===== config.mk =====
export PLATFORM = sky130hd
export DESIGN_NAME = foc_seq
export DESIGN_NICKNAME = d
export VERILOG_FILES = /design/src/foc_pkg.sv /design/src/foc_sync.sv /design/src/foc_key_check.sv /design/src/foc_seq.sv
export VERILOG_INCLUDE_DIRS = /design/src /design/src/src
export SDC_FILE = /design/constraint.sdc
export NUM_CORES = 1
export LEC_CHECK = 0
export BUFFER_PORTS_ARGS = -buffer_cell sky130_fd_sc_hd__buf_2
export CAP_MARGIN = 20
export CORE_AREA = 10 10 110 102
export CTS_CLUSTER_DIAMETER = 40
export DETAILED_ROUTE_END_ITERATION = 7
export DIE_AREA = 0 0 120 112
export PLACE_DENSITY_LB_ADDON = 0.3
export SYNTH_ARGS = -nofsm -noshare
export SYNTH_HDL_FRONTEND = slang
export SYNTH_HIERARCHICAL = 1
export SYNTH_SLANG_ARGS = --single-unit
export TNS_END_PERCENT = 30

===== constraint.sdc =====
create_clock -name clk_i -period 5.3 [get_ports clk_i]
set_input_delay 0.265 -clock clk_i [delete_from_list [all_inputs] [get_ports clk_i]]
set_output_delay 0.265 -clock clk_i [all_outputs]
set_load 0.005 [all_outputs]

===== src/foc_defines.svh =====
// Purpose: shared constants of the flash once/erase/key command sequencer
// Assumes: command bytes are packed little end first, byte n at bits [8n+7:8n]
// Notes:   encodings of the security and backdoor-enable fields are plain defaults
`ifndef FOC_DEFINES_SVH
`define FOC_DEFINES_SVH

// ****************************************************************
// command codes held in command byte zero
// ****************************************************************
`define FOC_CODE_ONCE    8'h43
`define FOC_CODE_ERASE   8'h44
`define FOC_CODE_KEY     8'h45

// ****************************************************************
// command byte layout and one-time area shape
// ****************************************************************
`define FOC_CMD_BYTES    12
`define FOC_REC_COUNT    16
`define FOC_REC_BYTES    4
`define FOC_REC_MAX      8'h0F
`define FOC_IDX_W        4
`define FOC_KEY_BYTES    8
`define FOC_ERASED_WORD  32'hFFFF_FFFF

// ****************************************************************
// security and backdoor-enable field encodings, reset values
// ****************************************************************
`define FOC_SEC_W        2
`define FOC_SEC_UNSECURE 2'h2
`define FOC_SEC_RESET    2'h3
`define FOC_BACKDOOR_ENABLE_FIELD_ON     2'h2

`endif


===== src/foc_pkg.sv =====
// Purpose: types of the flash once/erase/key command sequencer
// Assumes: nothing beyond the defines header
// Notes:   array operation codes are handed to the flash array side
package foc_pkg;

  // ****************************************************************
  // array operations requested from the flash array
  // ****************************************************************
  typedef enum logic [2:0] {
    FOC_OP_READ_REC,   // read one record of the one-time area
    FOC_OP_PROG_REC,   // program one record of the one-time area
    FOC_OP_ERASE_ALL,  // erase whole program array and config field
    FOC_OP_VERIFY_ALL, // verify whole array reads erased
    FOC_OP_PROG_SEC    // program stored security byte
  } foc_op_e;

  // ****************************************************************
  // sequencer states
  // ****************************************************************
  typedef enum logic [3:0] {
    FOC_S_IDLE,
    FOC_S_ONCE_CHK,
    FOC_S_ONCE_PRG,
    FOC_S_ONCE_VFY,
    FOC_S_ERASE,
    FOC_S_ERASE_VFY,
    FOC_S_SEC_PRG,
    FOC_S_FIN
  } foc_state_e;

endpackage : foc_pkg


===== src/foc_sync.sv =====
// Purpose: two-flop level synchroniser for a pin input
// Assumes: input is asynchronous to clk_i
// Notes:   only the second stage is visible outside
`timescale 1ns/1ps
module foc_sync (
  input  logic clk_i,  // system clock
  input  logic rst_i,  // synchronous reset, active high
  input  logic d_i,    // asynchronous level
  output logic q_o     // synchronised level
);

  logic meta_reg;
  logic sync_reg;

  // ****************************************************************
  // two register stages
  // ****************************************************************
  always_ff @(posedge clk_i) begin
    if (rst_i) begin
      meta_reg <= 1'b0;
      sync_reg <= 1'b0;
    end else begin
      meta_reg <= d_i;
      sync_reg <= meta_reg;
    end
  end

  assign q_o = sync_reg;

endmodule : foc_sync


===== src/foc_key_check.sv =====
// Purpose: compares a supplied backdoor key with the stored comparison key
// Assumes: key byte i comes from command byte 4+i, config byte k at bits [8k+7:8k]
// Notes:   purely combinational, result is registered by the sequencer
`timescale 1ns/1ps
`include "foc_defines.svh"
module foc_key_check #(
  parameter int KEY_BYTES = `FOC_KEY_BYTES
) (
  input  logic [8*KEY_BYTES-1:0] key_i,     // supplied key bytes
  input  logic [8*KEY_BYTES-1:0] cfg_key_i, // stored comparison key by offset
  output logic                   match_o,   // every byte equal
  output logic                   trivial_o  // key all zeros or all ones
);

  logic [KEY_BYTES-1:0] eq;

  // ****************************************************************
  // per byte compare, offsets reversed inside each group of four
  // ****************************************************************
  for (genvar i = 0; i < KEY_BYTES; i++) begin : g_byte
    localparam int OFS = (i / 4) * 4 + 3 - (i % 4);
    assign eq[i] = (key_i[8*i +: 8] == cfg_key_i[8*OFS +: 8]);
  end

  // whole-key results
  assign match_o   = &eq;
  assign trivial_o = (key_i == '0) || (key_i == '1);

endmodule : foc_key_check


===== src/foc_seq.sv =====
// Purpose: executes the one-time record program, full erase, external erase and key verify commands
// Assumes: array side answers each request with one ack pulse; same-clock inputs except ext_erase_i
// Notes:   completion flag low from launch until the command ends
`timescale 1ns/1ps
`include "foc_defines.svh"
module foc_seq (
  input  logic                          clk_i,                    // system clock, 50 MHz
  input  logic                          rst_i,                    // synchronous reset, active high
  input  logic [8*`FOC_CMD_BYTES-1:0]   command_bytes_i,          // command bytes, byte 0 lowest
  input  logic                          launch_i,                 // pulse: clear completion flag
  input  logic                          err_clear_i,              // pulse: clear access and protect flags
  input  logic                          special_mode_i,           // special operating mode
  input  logic                          protect_any_i,            // some array region protected
  input  logic [`FOC_SEC_W-1:0]         sec_init_i,               // security field from stored byte
  input  logic [`FOC_SEC_W-1:0]         backdoor_enable_field_i,  // backdoor enable field
  input  logic [8*`FOC_KEY_BYTES-1:0]   cfg_key_i,                // stored comparison key
  input  logic                          ext_erase_i,              // external full erase pin
  input  logic                          arr_ack_i,                // array operation done pulse
  input  logic [31:0]                   arr_rdata_i,              // record read data
  input  logic                          arr_fail_i,               // erase verify failed, with ack
  output logic                          cmd_complete_flag_o,      // command complete
  output logic                          access_error_flag_o,      // access error
  output logic                          protect_violation_flag_o, // protection violation
  output logic                          verify_fail_status_o,     // verify failure
  output logic                          external_erase_request_o, // external erase running
  output logic [`FOC_SEC_W-1:0]         security_state_o,         // security state field
  output logic                          read_invalid_o,           // array reads return invalid data
  output logic                          arr_req_o,                // array operation request
  output foc_pkg::foc_op_e              arr_op_o,                 // array operation
  output logic [`FOC_IDX_W-1:0]         arr_idx_o,                // record index
  output logic [31:0]                   arr_wdata_o               // record or security data
);
  import foc_pkg::*;

  // ****************************************************************
  // state
  // ****************************************************************
  foc_state_e            state_reg,    state_next;
  foc_op_e               op_reg,       op_next;
  logic                  req_reg,      req_next;
  logic [`FOC_IDX_W-1:0] idx_reg,      idx_next;
  logic [31:0]           wdata_reg,    wdata_next;
  logic                  done_reg,     done_next;
  logic                  acc_reg,      acc_next;
  logic                  prot_reg,     prot_next;
  logic                  vfail_reg,    vfail_next;
  logic                  ext_reg,      ext_next;
  logic [`FOC_SEC_W-1:0] sec_reg,      sec_next;
  logic                  locked_reg,   locked_next;
  logic                  loaded_reg,   loaded_next;
  logic                  rdinv_reg,    rdinv_next;
  logic                  ext_prev_reg;
  logic                  acc_set;
  logic                  prot_set;
  logic                  ext_sync;
  logic                  ext_rise;
  logic                  key_match;
  logic                  key_trivial;
  logic                  go;
  logic                  allowed;
  logic [7:0]            code;

  // external erase pin into the clock domain
  foc_sync u_sync (
    .clk_i (clk_i),
    .rst_i (rst_i),
    .d_i   (ext_erase_i),
    .q_o   (ext_sync)
  );

  // key comparison on command bytes 4 to 11
  foc_key_check #(.KEY_BYTES(`FOC_KEY_BYTES)) u_key (
    .key_i     (command_bytes_i[8*`FOC_CMD_BYTES-1:32]),
    .cfg_key_i (cfg_key_i),
    .match_o   (key_match),
    .trivial_o (key_trivial)
  );

  // launch qualification
  assign code     = command_bytes_i[7:0];
  assign ext_rise = ext_sync && !ext_prev_reg;
  assign go       = launch_i && done_reg && loaded_reg && (state_reg == FOC_S_IDLE) && !ext_rise;
  assign allowed  = (sec_reg == `FOC_SEC_UNSECURE) ||
                    (special_mode_i && code == `FOC_CODE_ERASE) ||  // secure special mode: full erase only
                    (!special_mode_i && code == `FOC_CODE_KEY);     // secure normal mode: backdoor key only

  // ****************************************************************
  // next-state and flag logic
  // ****************************************************************
  always_comb begin
    state_next  = state_reg;
    op_next     = op_reg;
    idx_next    = idx_reg;
    wdata_next  = wdata_reg;
    done_next   = done_reg;
    vfail_next  = vfail_reg;
    ext_next    = ext_reg;
    sec_next    = sec_reg;
    locked_next = locked_reg;
    loaded_next = loaded_reg;
    acc_set     = 1'b0;
    prot_set    = 1'b0;
    unique case (state_reg)
      FOC_S_IDLE: begin
        if (!loaded_reg) begin
          sec_next    = sec_init_i;   // security field from stored byte
          loaded_next = 1'b1;
          done_next   = 1'b1;
        end else if (ext_rise && done_reg) begin
          done_next  = 1'b0;
          vfail_next = 1'b0;
          ext_next   = 1'b1;
          op_next    = FOC_OP_ERASE_ALL;
          state_next = FOC_S_ERASE;
        end else if (go) begin
          done_next  = 1'b0;
          vfail_next = 1'b0;
          state_next = FOC_S_FIN;
          if (!allowed) begin
            acc_set = 1'b1;
          end else if (code == `FOC_CODE_ONCE) begin
            if (command_bytes_i[15:8] > `FOC_REC_MAX) begin
              acc_set = 1'b1;
            end else begin
              idx_next   = command_bytes_i[8 +: `FOC_IDX_W];
              wdata_next = command_bytes_i[63:32];
              op_next    = FOC_OP_READ_REC;
              state_next = FOC_S_ONCE_CHK;
            end
          end else if (code == `FOC_CODE_ERASE) begin
            if (protect_any_i) begin
              prot_set = 1'b1;
            end else begin
              op_next    = FOC_OP_ERASE_ALL;
              state_next = FOC_S_ERASE;
            end
          end else if (code == `FOC_CODE_KEY) begin
            if (backdoor_enable_field_i != `FOC_BACKDOOR_ENABLE_FIELD_ON) begin
              acc_set = 1'b1;
            end else if (locked_reg || key_trivial) begin
              acc_set = 1'b1;
            end else if (key_match) begin
              sec_next = `FOC_SEC_UNSECURE;
            end else begin
              locked_next = 1'b1;
              acc_set     = 1'b1;
            end
          end else begin
            acc_set = 1'b1;           // unknown command code
          end
        end
      end
      FOC_S_ONCE_CHK: begin
        if (arr_ack_i) begin
          if (arr_rdata_i != `FOC_ERASED_WORD) begin
            acc_set    = 1'b1;
            state_next = FOC_S_FIN;
          end else begin
            op_next    = FOC_OP_PROG_REC;
            state_next = FOC_S_ONCE_PRG;
          end
        end
      end
      FOC_S_ONCE_PRG: begin
        if (arr_ack_i) begin
          op_next    = FOC_OP_READ_REC;
          state_next = FOC_S_ONCE_VFY;
        end
      end
      FOC_S_ONCE_VFY: begin
        if (arr_ack_i) begin
          vfail_next = (arr_rdata_i != wdata_reg);
          state_next = FOC_S_FIN;
        end
      end
      FOC_S_ERASE: begin
        if (arr_ack_i) begin
          op_next    = FOC_OP_VERIFY_ALL;
          state_next = FOC_S_ERASE_VFY;
        end
      end
      FOC_S_ERASE_VFY: begin
        if (arr_ack_i) begin
          state_next = FOC_S_FIN;
          if (arr_fail_i) begin
            vfail_next = 1'b1;
          end else begin
            sec_next = `FOC_SEC_UNSECURE;
            if (ext_reg) begin
              op_next    = FOC_OP_PROG_SEC;
              wdata_next = 32'(`FOC_SEC_UNSECURE);
              state_next = FOC_S_SEC_PRG;
            end
          end
        end
      end
      FOC_S_SEC_PRG: begin
        if (arr_ack_i) begin
          state_next = FOC_S_FIN;
        end
      end
      FOC_S_FIN: begin
        done_next  = 1'b1;
        ext_next   = 1'b0;
        state_next = FOC_S_IDLE;
      end
    endcase
    // set wins over software clear
    acc_next   = acc_set || (acc_reg && !err_clear_i);
    prot_next  = prot_set || (prot_reg && !err_clear_i);
    req_next   = (state_next != FOC_S_IDLE) && (state_next != FOC_S_FIN);
    rdinv_next = (state_next == FOC_S_ONCE_CHK) || (state_next == FOC_S_ONCE_PRG) ||
                 (state_next == FOC_S_ONCE_VFY);
  end

  // ****************************************************************
  // registers
  // ****************************************************************
  always_ff @(posedge clk_i) begin
    if (rst_i) begin
      state_reg    <= FOC_S_IDLE;
      op_reg       <= FOC_OP_READ_REC;
      req_reg      <= 1'b0;
      idx_reg      <= '0;
      wdata_reg    <= '0;
      done_reg     <= 1'b0;
      acc_reg      <= 1'b0;
      prot_reg     <= 1'b0;
      vfail_reg    <= 1'b0;
      ext_reg      <= 1'b0;
      sec_reg      <= `FOC_SEC_RESET;
      locked_reg   <= 1'b0;
      loaded_reg   <= 1'b0;
      rdinv_reg    <= 1'b0;
      ext_prev_reg <= 1'b0;
    end else begin
      state_reg    <= state_next;
      op_reg       <= op_next;
      req_reg      <= req_next;
      idx_reg      <= idx_next;
      wdata_reg    <= wdata_next;
      done_reg     <= done_next;
      acc_reg      <= acc_next;
      prot_reg     <= prot_next;
      vfail_reg    <= vfail_next;
      ext_reg      <= ext_next;
      sec_reg      <= sec_next;
      locked_reg   <= locked_next;
      loaded_reg   <= loaded_next;
      rdinv_reg    <= rdinv_next;
      ext_prev_reg <= ext_sync;
    end
  end

  // outputs straight from registers
  assign cmd_complete_flag_o      = done_reg;
  assign access_error_flag_o      = acc_reg;
  assign protect_violation_flag_o = prot_reg;
  assign verify_fail_status_o     = vfail_reg;
  assign external_erase_request_o = ext_reg;
  assign security_state_o         = sec_reg;
  assign read_invalid_o           = rdinv_reg;
  assign arr_req_o                = req_reg;
  assign arr_op_o                 = op_reg;
  assign arr_idx_o                = idx_reg;
  assign arr_wdata_o              = wdata_reg;
endmodule : foc_seq


# ---- Word level (Yosys, flattened, before mapping)
# Index checks and enable logic that the tools add are counted.
dict set report classes {
  order_cmp 1
  eq_ne 58
  mux 90
  bitwise_logic 7
  n_reduce_logical 40
}
# cell count
set op_table {}
lappend op_table {{32-bit 2-to-1 mux} 9}
lappend op_table {{64-bit equality test, second input constant} 1}
lappend op_table {{8-bit equality test} 8}
lappend op_table {{64-bit logical NOT} 1}
lappend op_table {{32-bit one-hot mux with 2 select lines} 1}
lappend op_table {{3-bit 2-to-1 mux} 17}
lappend op_table {{4-bit 2-to-1 mux} 10}
lappend op_table {{1-bit 2-to-1 mux} 32}
lappend op_table {{32-bit inequality test} 1}
lappend op_table {{32-bit inequality test, second input constant} 1}
lappend op_table {{2-bit inequality test, second input constant} 15}
lappend op_table {{2-bit 2-to-1 mux} 14}
lappend op_table {{4-bit one-hot mux with 7 select lines} 1}
lappend op_table {{8-bit by 7-bit equality test with 1-bit output, second input constant} 3}
lappend op_table {{3-bit inequality test, second input constant} 8}
lappend op_table {{4-bit by 2-bit equality test with 1-bit output, second input constant} 4}
lappend op_table {{4-bit by 3-bit equality test with 1-bit output, second input constant} 4}
lappend op_table {{3-bit one-hot mux with 5 select lines} 1}
lappend op_table {{14-bit AND reduction} 1}
lappend op_table {{12-bit AND reduction} 1}
lappend op_table {{1-bit logical AND} 11}
lappend op_table {{11-bit AND reduction} 1}
lappend op_table {{10-bit AND reduction} 1}
lappend op_table {{3-bit by 2-bit inequality test with 1-bit output, second input constant} 3}
lappend op_table {{25 further kinds} 47}
dict set report word_totals {
  regBits 57
  in_bits 205
  out_inout_bits 48
  word_cells 213
}

# ---- Longest topological paths before layout
dict set report logic_depth {
  word_depth 14
  depth_mapped 10
  mapped_depth_nobuf 10
}

# ---- By module
# The synthesis kept the hierarchy.
# mod n_inst cells_each area_each_um2 seq_area_each_um2
set modules_own_cells {}
lappend modules_own_cells {foc_seq 1 399 3138.0 1101.1}
lappend modules_own_cells {foc_key_check 1 128 965.9 0.0}
lappend modules_own_cells {foc_sync 1 4 52.6 40.0}

# ---- Least setup slack after synthesis
# No wires, ideal clock.
dict set report synth_timing {
  path_type {flip-flop to flip-flop}
  startpoint {register state_reg[3]}
  endpoint {register rdinv_reg, in the netlist read_invalid_o}
  setup_ns 0.103
  t_arrival_ns 2.088
  required_ns 5.197
  path_slack_ns 3.108
  path_stages_with_launch 9
  n_path_buf 2
  synth_period_minus_slack_ns 2.192
  cell_sequence {dfxtp_1 > buf_4 > or4_1 > buf_2 > o41ai_2 > o221a_2 > o21a_4 > nor3_2 > a2111oi_2}
}
dict set report synth_between {
  elab_chain_len 10
  word_cells_on_any_way 25
  classes_between {eq/ne (10); mux (9); reduce/logical (6)}
}
# item line_no
set synth_rtl {}
lappend synth_rtl {{from (decl)} foc_seq.sv:38} ;# foc_state_e state_reg, state_next;
lappend synth_rtl {{from (signal assigned)} foc_seq.sv:237} ;# state_reg <= state_next;
lappend synth_rtl {{4-bit logical NOT} {foc_seq.sv:82, foc_seq.sv:103}}
lappend synth_rtl {{1-bit logical AND (2 in series)} foc_seq.sv:82} ;# assign go = launch_i && done_reg && loaded_reg && (state_reg == FOC_S_IDLE) && !ext_rise;
lappend synth_rtl {{4-bit 2-to-1 mux} foc_seq.sv:115} ;# end else if (go) begin
lappend synth_rtl {{4-bit 2-to-1 mux} foc_seq.sv:109} ;# end else if (ext_rise && done_reg) begin
lappend synth_rtl {{4-bit 2-to-1 mux} foc_seq.sv:105} ;# if (!loaded_reg) begin
lappend synth_rtl {{4-bit one-hot mux with 7 select lines (*)} foc_seq.sv:103} ;# unique case (state_reg)
lappend synth_rtl {{4-bit by 1-bit equality test with 1-bit output or 4-bit by 2-bit equality test with 1-bit output (tied branches)} foc_seq.sv:212} ;# rdinv_next = (state_next == FOC_S_ONCE_CHK) || (state_next == FOC_S_ONCE_PRG) ||
lappend synth_rtl {{1-bit logical OR} foc_seq.sv:212}
lappend synth_rtl {{1-bit logical OR (*)} foc_seq.sv:212}
lappend synth_rtl {{to (signal assigned)} foc_seq.sv:250} ;# rdinv_reg <= rdinv_next;
lappend synth_rtl {{to (decl)} foc_seq.sv:51} ;# logic rdinv_reg, rdinv_next;
# Mark *: on every way between the ends. The rest lies on a longest branch, timed or not.
# A chain may end at the register's enable or synchronous reset.

# ---- Worst setup path in the final report
dict set report layout_timing {
  startpoint {register state_reg[2]}
  endpoint {register req_reg, in the netlist arr_req_o}
}
dict set report layout_between {
  elab_chain_len 9
  word_cells_on_any_way 23
  classes_between {eq/ne (8); mux (9); reduce/logical (6)}
}
# item line_no
set layout_rtl {}
lappend layout_rtl {{4-bit logical NOT} {foc_seq.sv:82, foc_seq.sv:103}}
lappend layout_rtl {{1-bit logical AND (2 in series)} foc_seq.sv:82}
lappend layout_rtl {{4-bit 2-to-1 mux} foc_seq.sv:115}
lappend layout_rtl {{4-bit 2-to-1 mux} foc_seq.sv:109}
lappend layout_rtl {{4-bit 2-to-1 mux} foc_seq.sv:105}
lappend layout_rtl {{4-bit one-hot mux with 7 select lines (*)} foc_seq.sv:103}
lappend layout_rtl {{4-bit by 3-bit inequality test with 1-bit output or 4-bit nonzero test (tied branches)} foc_seq.sv:211} ;# req_next = (state_next != FOC_S_IDLE) && (state_next != FOC_S_FIN);
lappend layout_rtl {{1-bit logical AND (*)} foc_seq.sv:211}
lappend layout_rtl {{to (signal assigned)} foc_seq.sv:239} ;# req_reg <= req_next;
lappend layout_rtl {{to (decl)} foc_seq.sv:40} ;# logic req_reg, req_next;
# Marked as above.

==> results by group <==
Clock tree
  • CTS clk-pin slew, worst paths: 80 ps
  • Worst skew pair latency: 360 ps
  • Clock sinks: 57
  • Resized cells post-CTS: 0
  • CTS Buffer Depth: 2
  • H-tree depth: 3
  • CTS buffer count: 9
  • Post-CTS Setup Bufs: 0
  • CTS tree: done
  • Root Buffer: clkbuf_8
  • Hold-fix buffers, CTS: 0

Timing
  • F_max: 0.373 GHz
  • Clock Skew: 11.9 ps
  • Fin crit period: 2680 ps
  • Final worst slack: 2620 ps
  • Rel. slew slack: 24.7%
  • RSZ-0062 raised after global routing: false
  • Fin. max-slew vios: 0
  • Slew @ Worst Pin: 1130 ps
  • Final Hold Viols: 0
  • Setup TNS: 0 ps
  • Setup violators final: 0
  • Period utilisation layout: 50.6%

Drt
  • ANT nets after route: 0
  • Vias per inst: 5.95
  • First DRT Iteration DRCs: 561
  • DR WL/cell: 22.1 µm
  • Remaining DRCs: 0
  • DR pass1 iterations: 5
  • Post-Route WL: 19600 µm
  • Routed vias: 5273

Worst hold path
  • Hold path endpoint: u_sync/meta_reg$_SDFF_PP0_
  • Hold WC Path Type: in2reg
  • Worst hold path startpoint: ext_erase_i
  • Hold depth: 2

GRT
  • Overall Global Routing Usage: 27.4%
  • Grt ovf: 0
  • Largest net degree at the start of global routing: 59
  • First-pass GRT wire length: 29200 µm
  • Initial antenna violation count: 4
  • Vias in the first global route: 5196

Floorplanning
  • Die H: 112 µm
  • Core ar.: 8960 µm²
  • Starting Density: 46.4%
  • Std cell rows: 33
  • Die area: 13400 µm²
  • IO Count: 253
  • Die W: 120 µm

Logic synthesis
  • Post-Synth XOR/XNOR Area: 20.9%
  • Compound-Gate Fraction of Synth Area: 14.4%
  • Mux cell area share after synthesis: 1.93%
  • Simple-Gate Fraction of Synth Area: 31.8%
  • Syn nets: 736
  • Yosys reg bits: 57
  • Synth Area in Adders: 0%
  • Synth async-reset ratio: 0%
  • Yosys top cell area share: 27.5%
  • Dominant cells by area after synthesis: dfxtp_1, xor2_1, nor4_1
  • Most used DFF post-synth: dfxtp_1
  • Synth Area per Inst: 7.83 µm²
  • YS warnings: 6
  • Largest family of logic cells by synthesized area: simple AND/OR/NAND/NOR gates
  • Mapped Cells: 531
  • Post-Syn Area: 4160 µm²
  • Most common cell in the netlist: xor2_1
  • Most area-hungry cell type in the Yosys netlist: dfxtp_1
  • Post-synth cell types: 57
  • Sequential cell area fraction in the yosys report: 27.5%
  • List of most frequent post-synthesis cells: xor2_1, dfxtp_1, nor4_1
  • EDFF count, synth: 0

Cells and area
  • Nets: 958
  • Layout cells sized above 1: 35.4%
  • P&R area growth vs syn: 36.3%
  • Max reg flops: 32

Setup path
  • Max FO, Critical Path: 17
  • Crit path DAT: 2950 ps
  • RR Startpoint: state_reg[2]$_SDFF_PP0_
  • CP cell instances: nor4_4 > nand4_1 > or3_1 > o21ai_0 > a21oi_1 > a221oi_2
  • Setup crit start kind: flop
  • Nature of the critical path endpoint: flop
  • CP required: 5570 ps
  • CP peak stage delay: 530 ps
  • Slowest cell on crit path: nor4_4
  • WS Path Type: reg2reg
  • Reg2reg path depth: 6
  • R2R setup slack: 2620 ps
  • R2r endpoint: arr_req_o$_SDFF_PP0_

Place
  • Post-DP HPWL: 16100 µm
  • PortBufs: 236
  • Routability congestion estimate: 0.949
  • Place WS: 2370 ps

Pwr
  • Final Power: 1.32 mW
  • Pwr dens: 232 nW/µm²
  • Max IR drop VDD: 163 µV
  • Leakage: 2.50 nW

Flow run
  • Max-Cap Viols: 0

Outcome
  • Status: completed
[worst max path at each step]
stage	from	endpoint	slack, ps	cells after the start
2_1_floorplan	state_reg[3]$_SDFF_PP0_	read_invalid_o$_SDFF_PP0_	3110	8
6_report	state_reg[2]$_SDFF_PP0_	arr_req_o$_SDFF_PP0_	2620	6
4_1_cts	state_reg[2]$_SDFF_PP0_	arr_op_o[2]$_SDFFE_PP0P_	2690	6
3_3_place_gp	command_bytes_i[45]	access_error_flag_o$_SDFF_PP0_	2300	10
3_5_place_dp	command_bytes_i[45]	access_error_flag_o$_SDFF_PP0_	2370	10
5_1_grt	state_reg[2]$_SDFF_PP0_	arr_req_o$_SDFF_PP0_	2490	6
[worst max-delay path, delay by kind of cell, from the launching register on]
kind / cells / cell delay, ps
compound gates: 3 / 800
simple gates: 3 / 1260
flops: 1 / 520
[area by class of cell]
class | instances | area (µm²)
timing repair buffer | 239 | 1200
clock inverter | 7 | 125
sequential | 57 | 1140
multi-input combinational | 439 | 2880
clock buffer | 9 | 124
inverter | 7 | 26.3
fill | 854 | 3300
tap | 122 | 153
antenna | 6 | 15.0
[cell usage in the layout (no fill, tap or decap), types with 9 or more instances in the layout]
cell        n
a21oi_1    43
buf_2     236
clkbuf_8    9
dfxtp_1    57
nand2_1    45
nand3_1    37
nand4_1    42
nor2_1     24
nor4_1     52
o21ai_0    10
xor2_1     98
[stage by stage]
| stage | cell area [µm²] | hold slack (ps) | instances | util (%) |
|---|---|---|---|---|
| after floorplan | 4160 | 337 | 531 | - |
| after global placement | 5400 | 425 | 864 | 60.3 |
| after detailed placement | 5400 | 448 | 864 | 60.3 |
| after CTS | 5650 | 132 | 880 | 63.0 |
| after global routing | 5660 | 132 | 885 | 63.2 |
| final | 5660 | 133 | 886 | 63.2 |
[layer usage]
metal	up-vias	global-route usage, %	routed length, µm
met3	48	8.33	2260
met4	0	9.41	556
met5	-	0	0
li1	2442	-	-
met2	364	41.0	8550
met1	2419	36.3	8240
[power breakdown]
part           leakage (nW)  internal (mW)  switching [mW]  total (mW)
clock network         0.124          0.317           0.205       0.522
logic                  1.91          0.140           0.184       0.323
registers             0.462          0.443          0.0286       0.471
[logic make-up after synthesis]
group | count (synthesis)
AO/OA/AOI/OAI | 91
XOR/XNOR | 99
buffers and inverters | 35
AND/OR/NAND/NOR | 241
flip-flops | 57
multiplexers | 8
(Power assumes the default switching activity.)
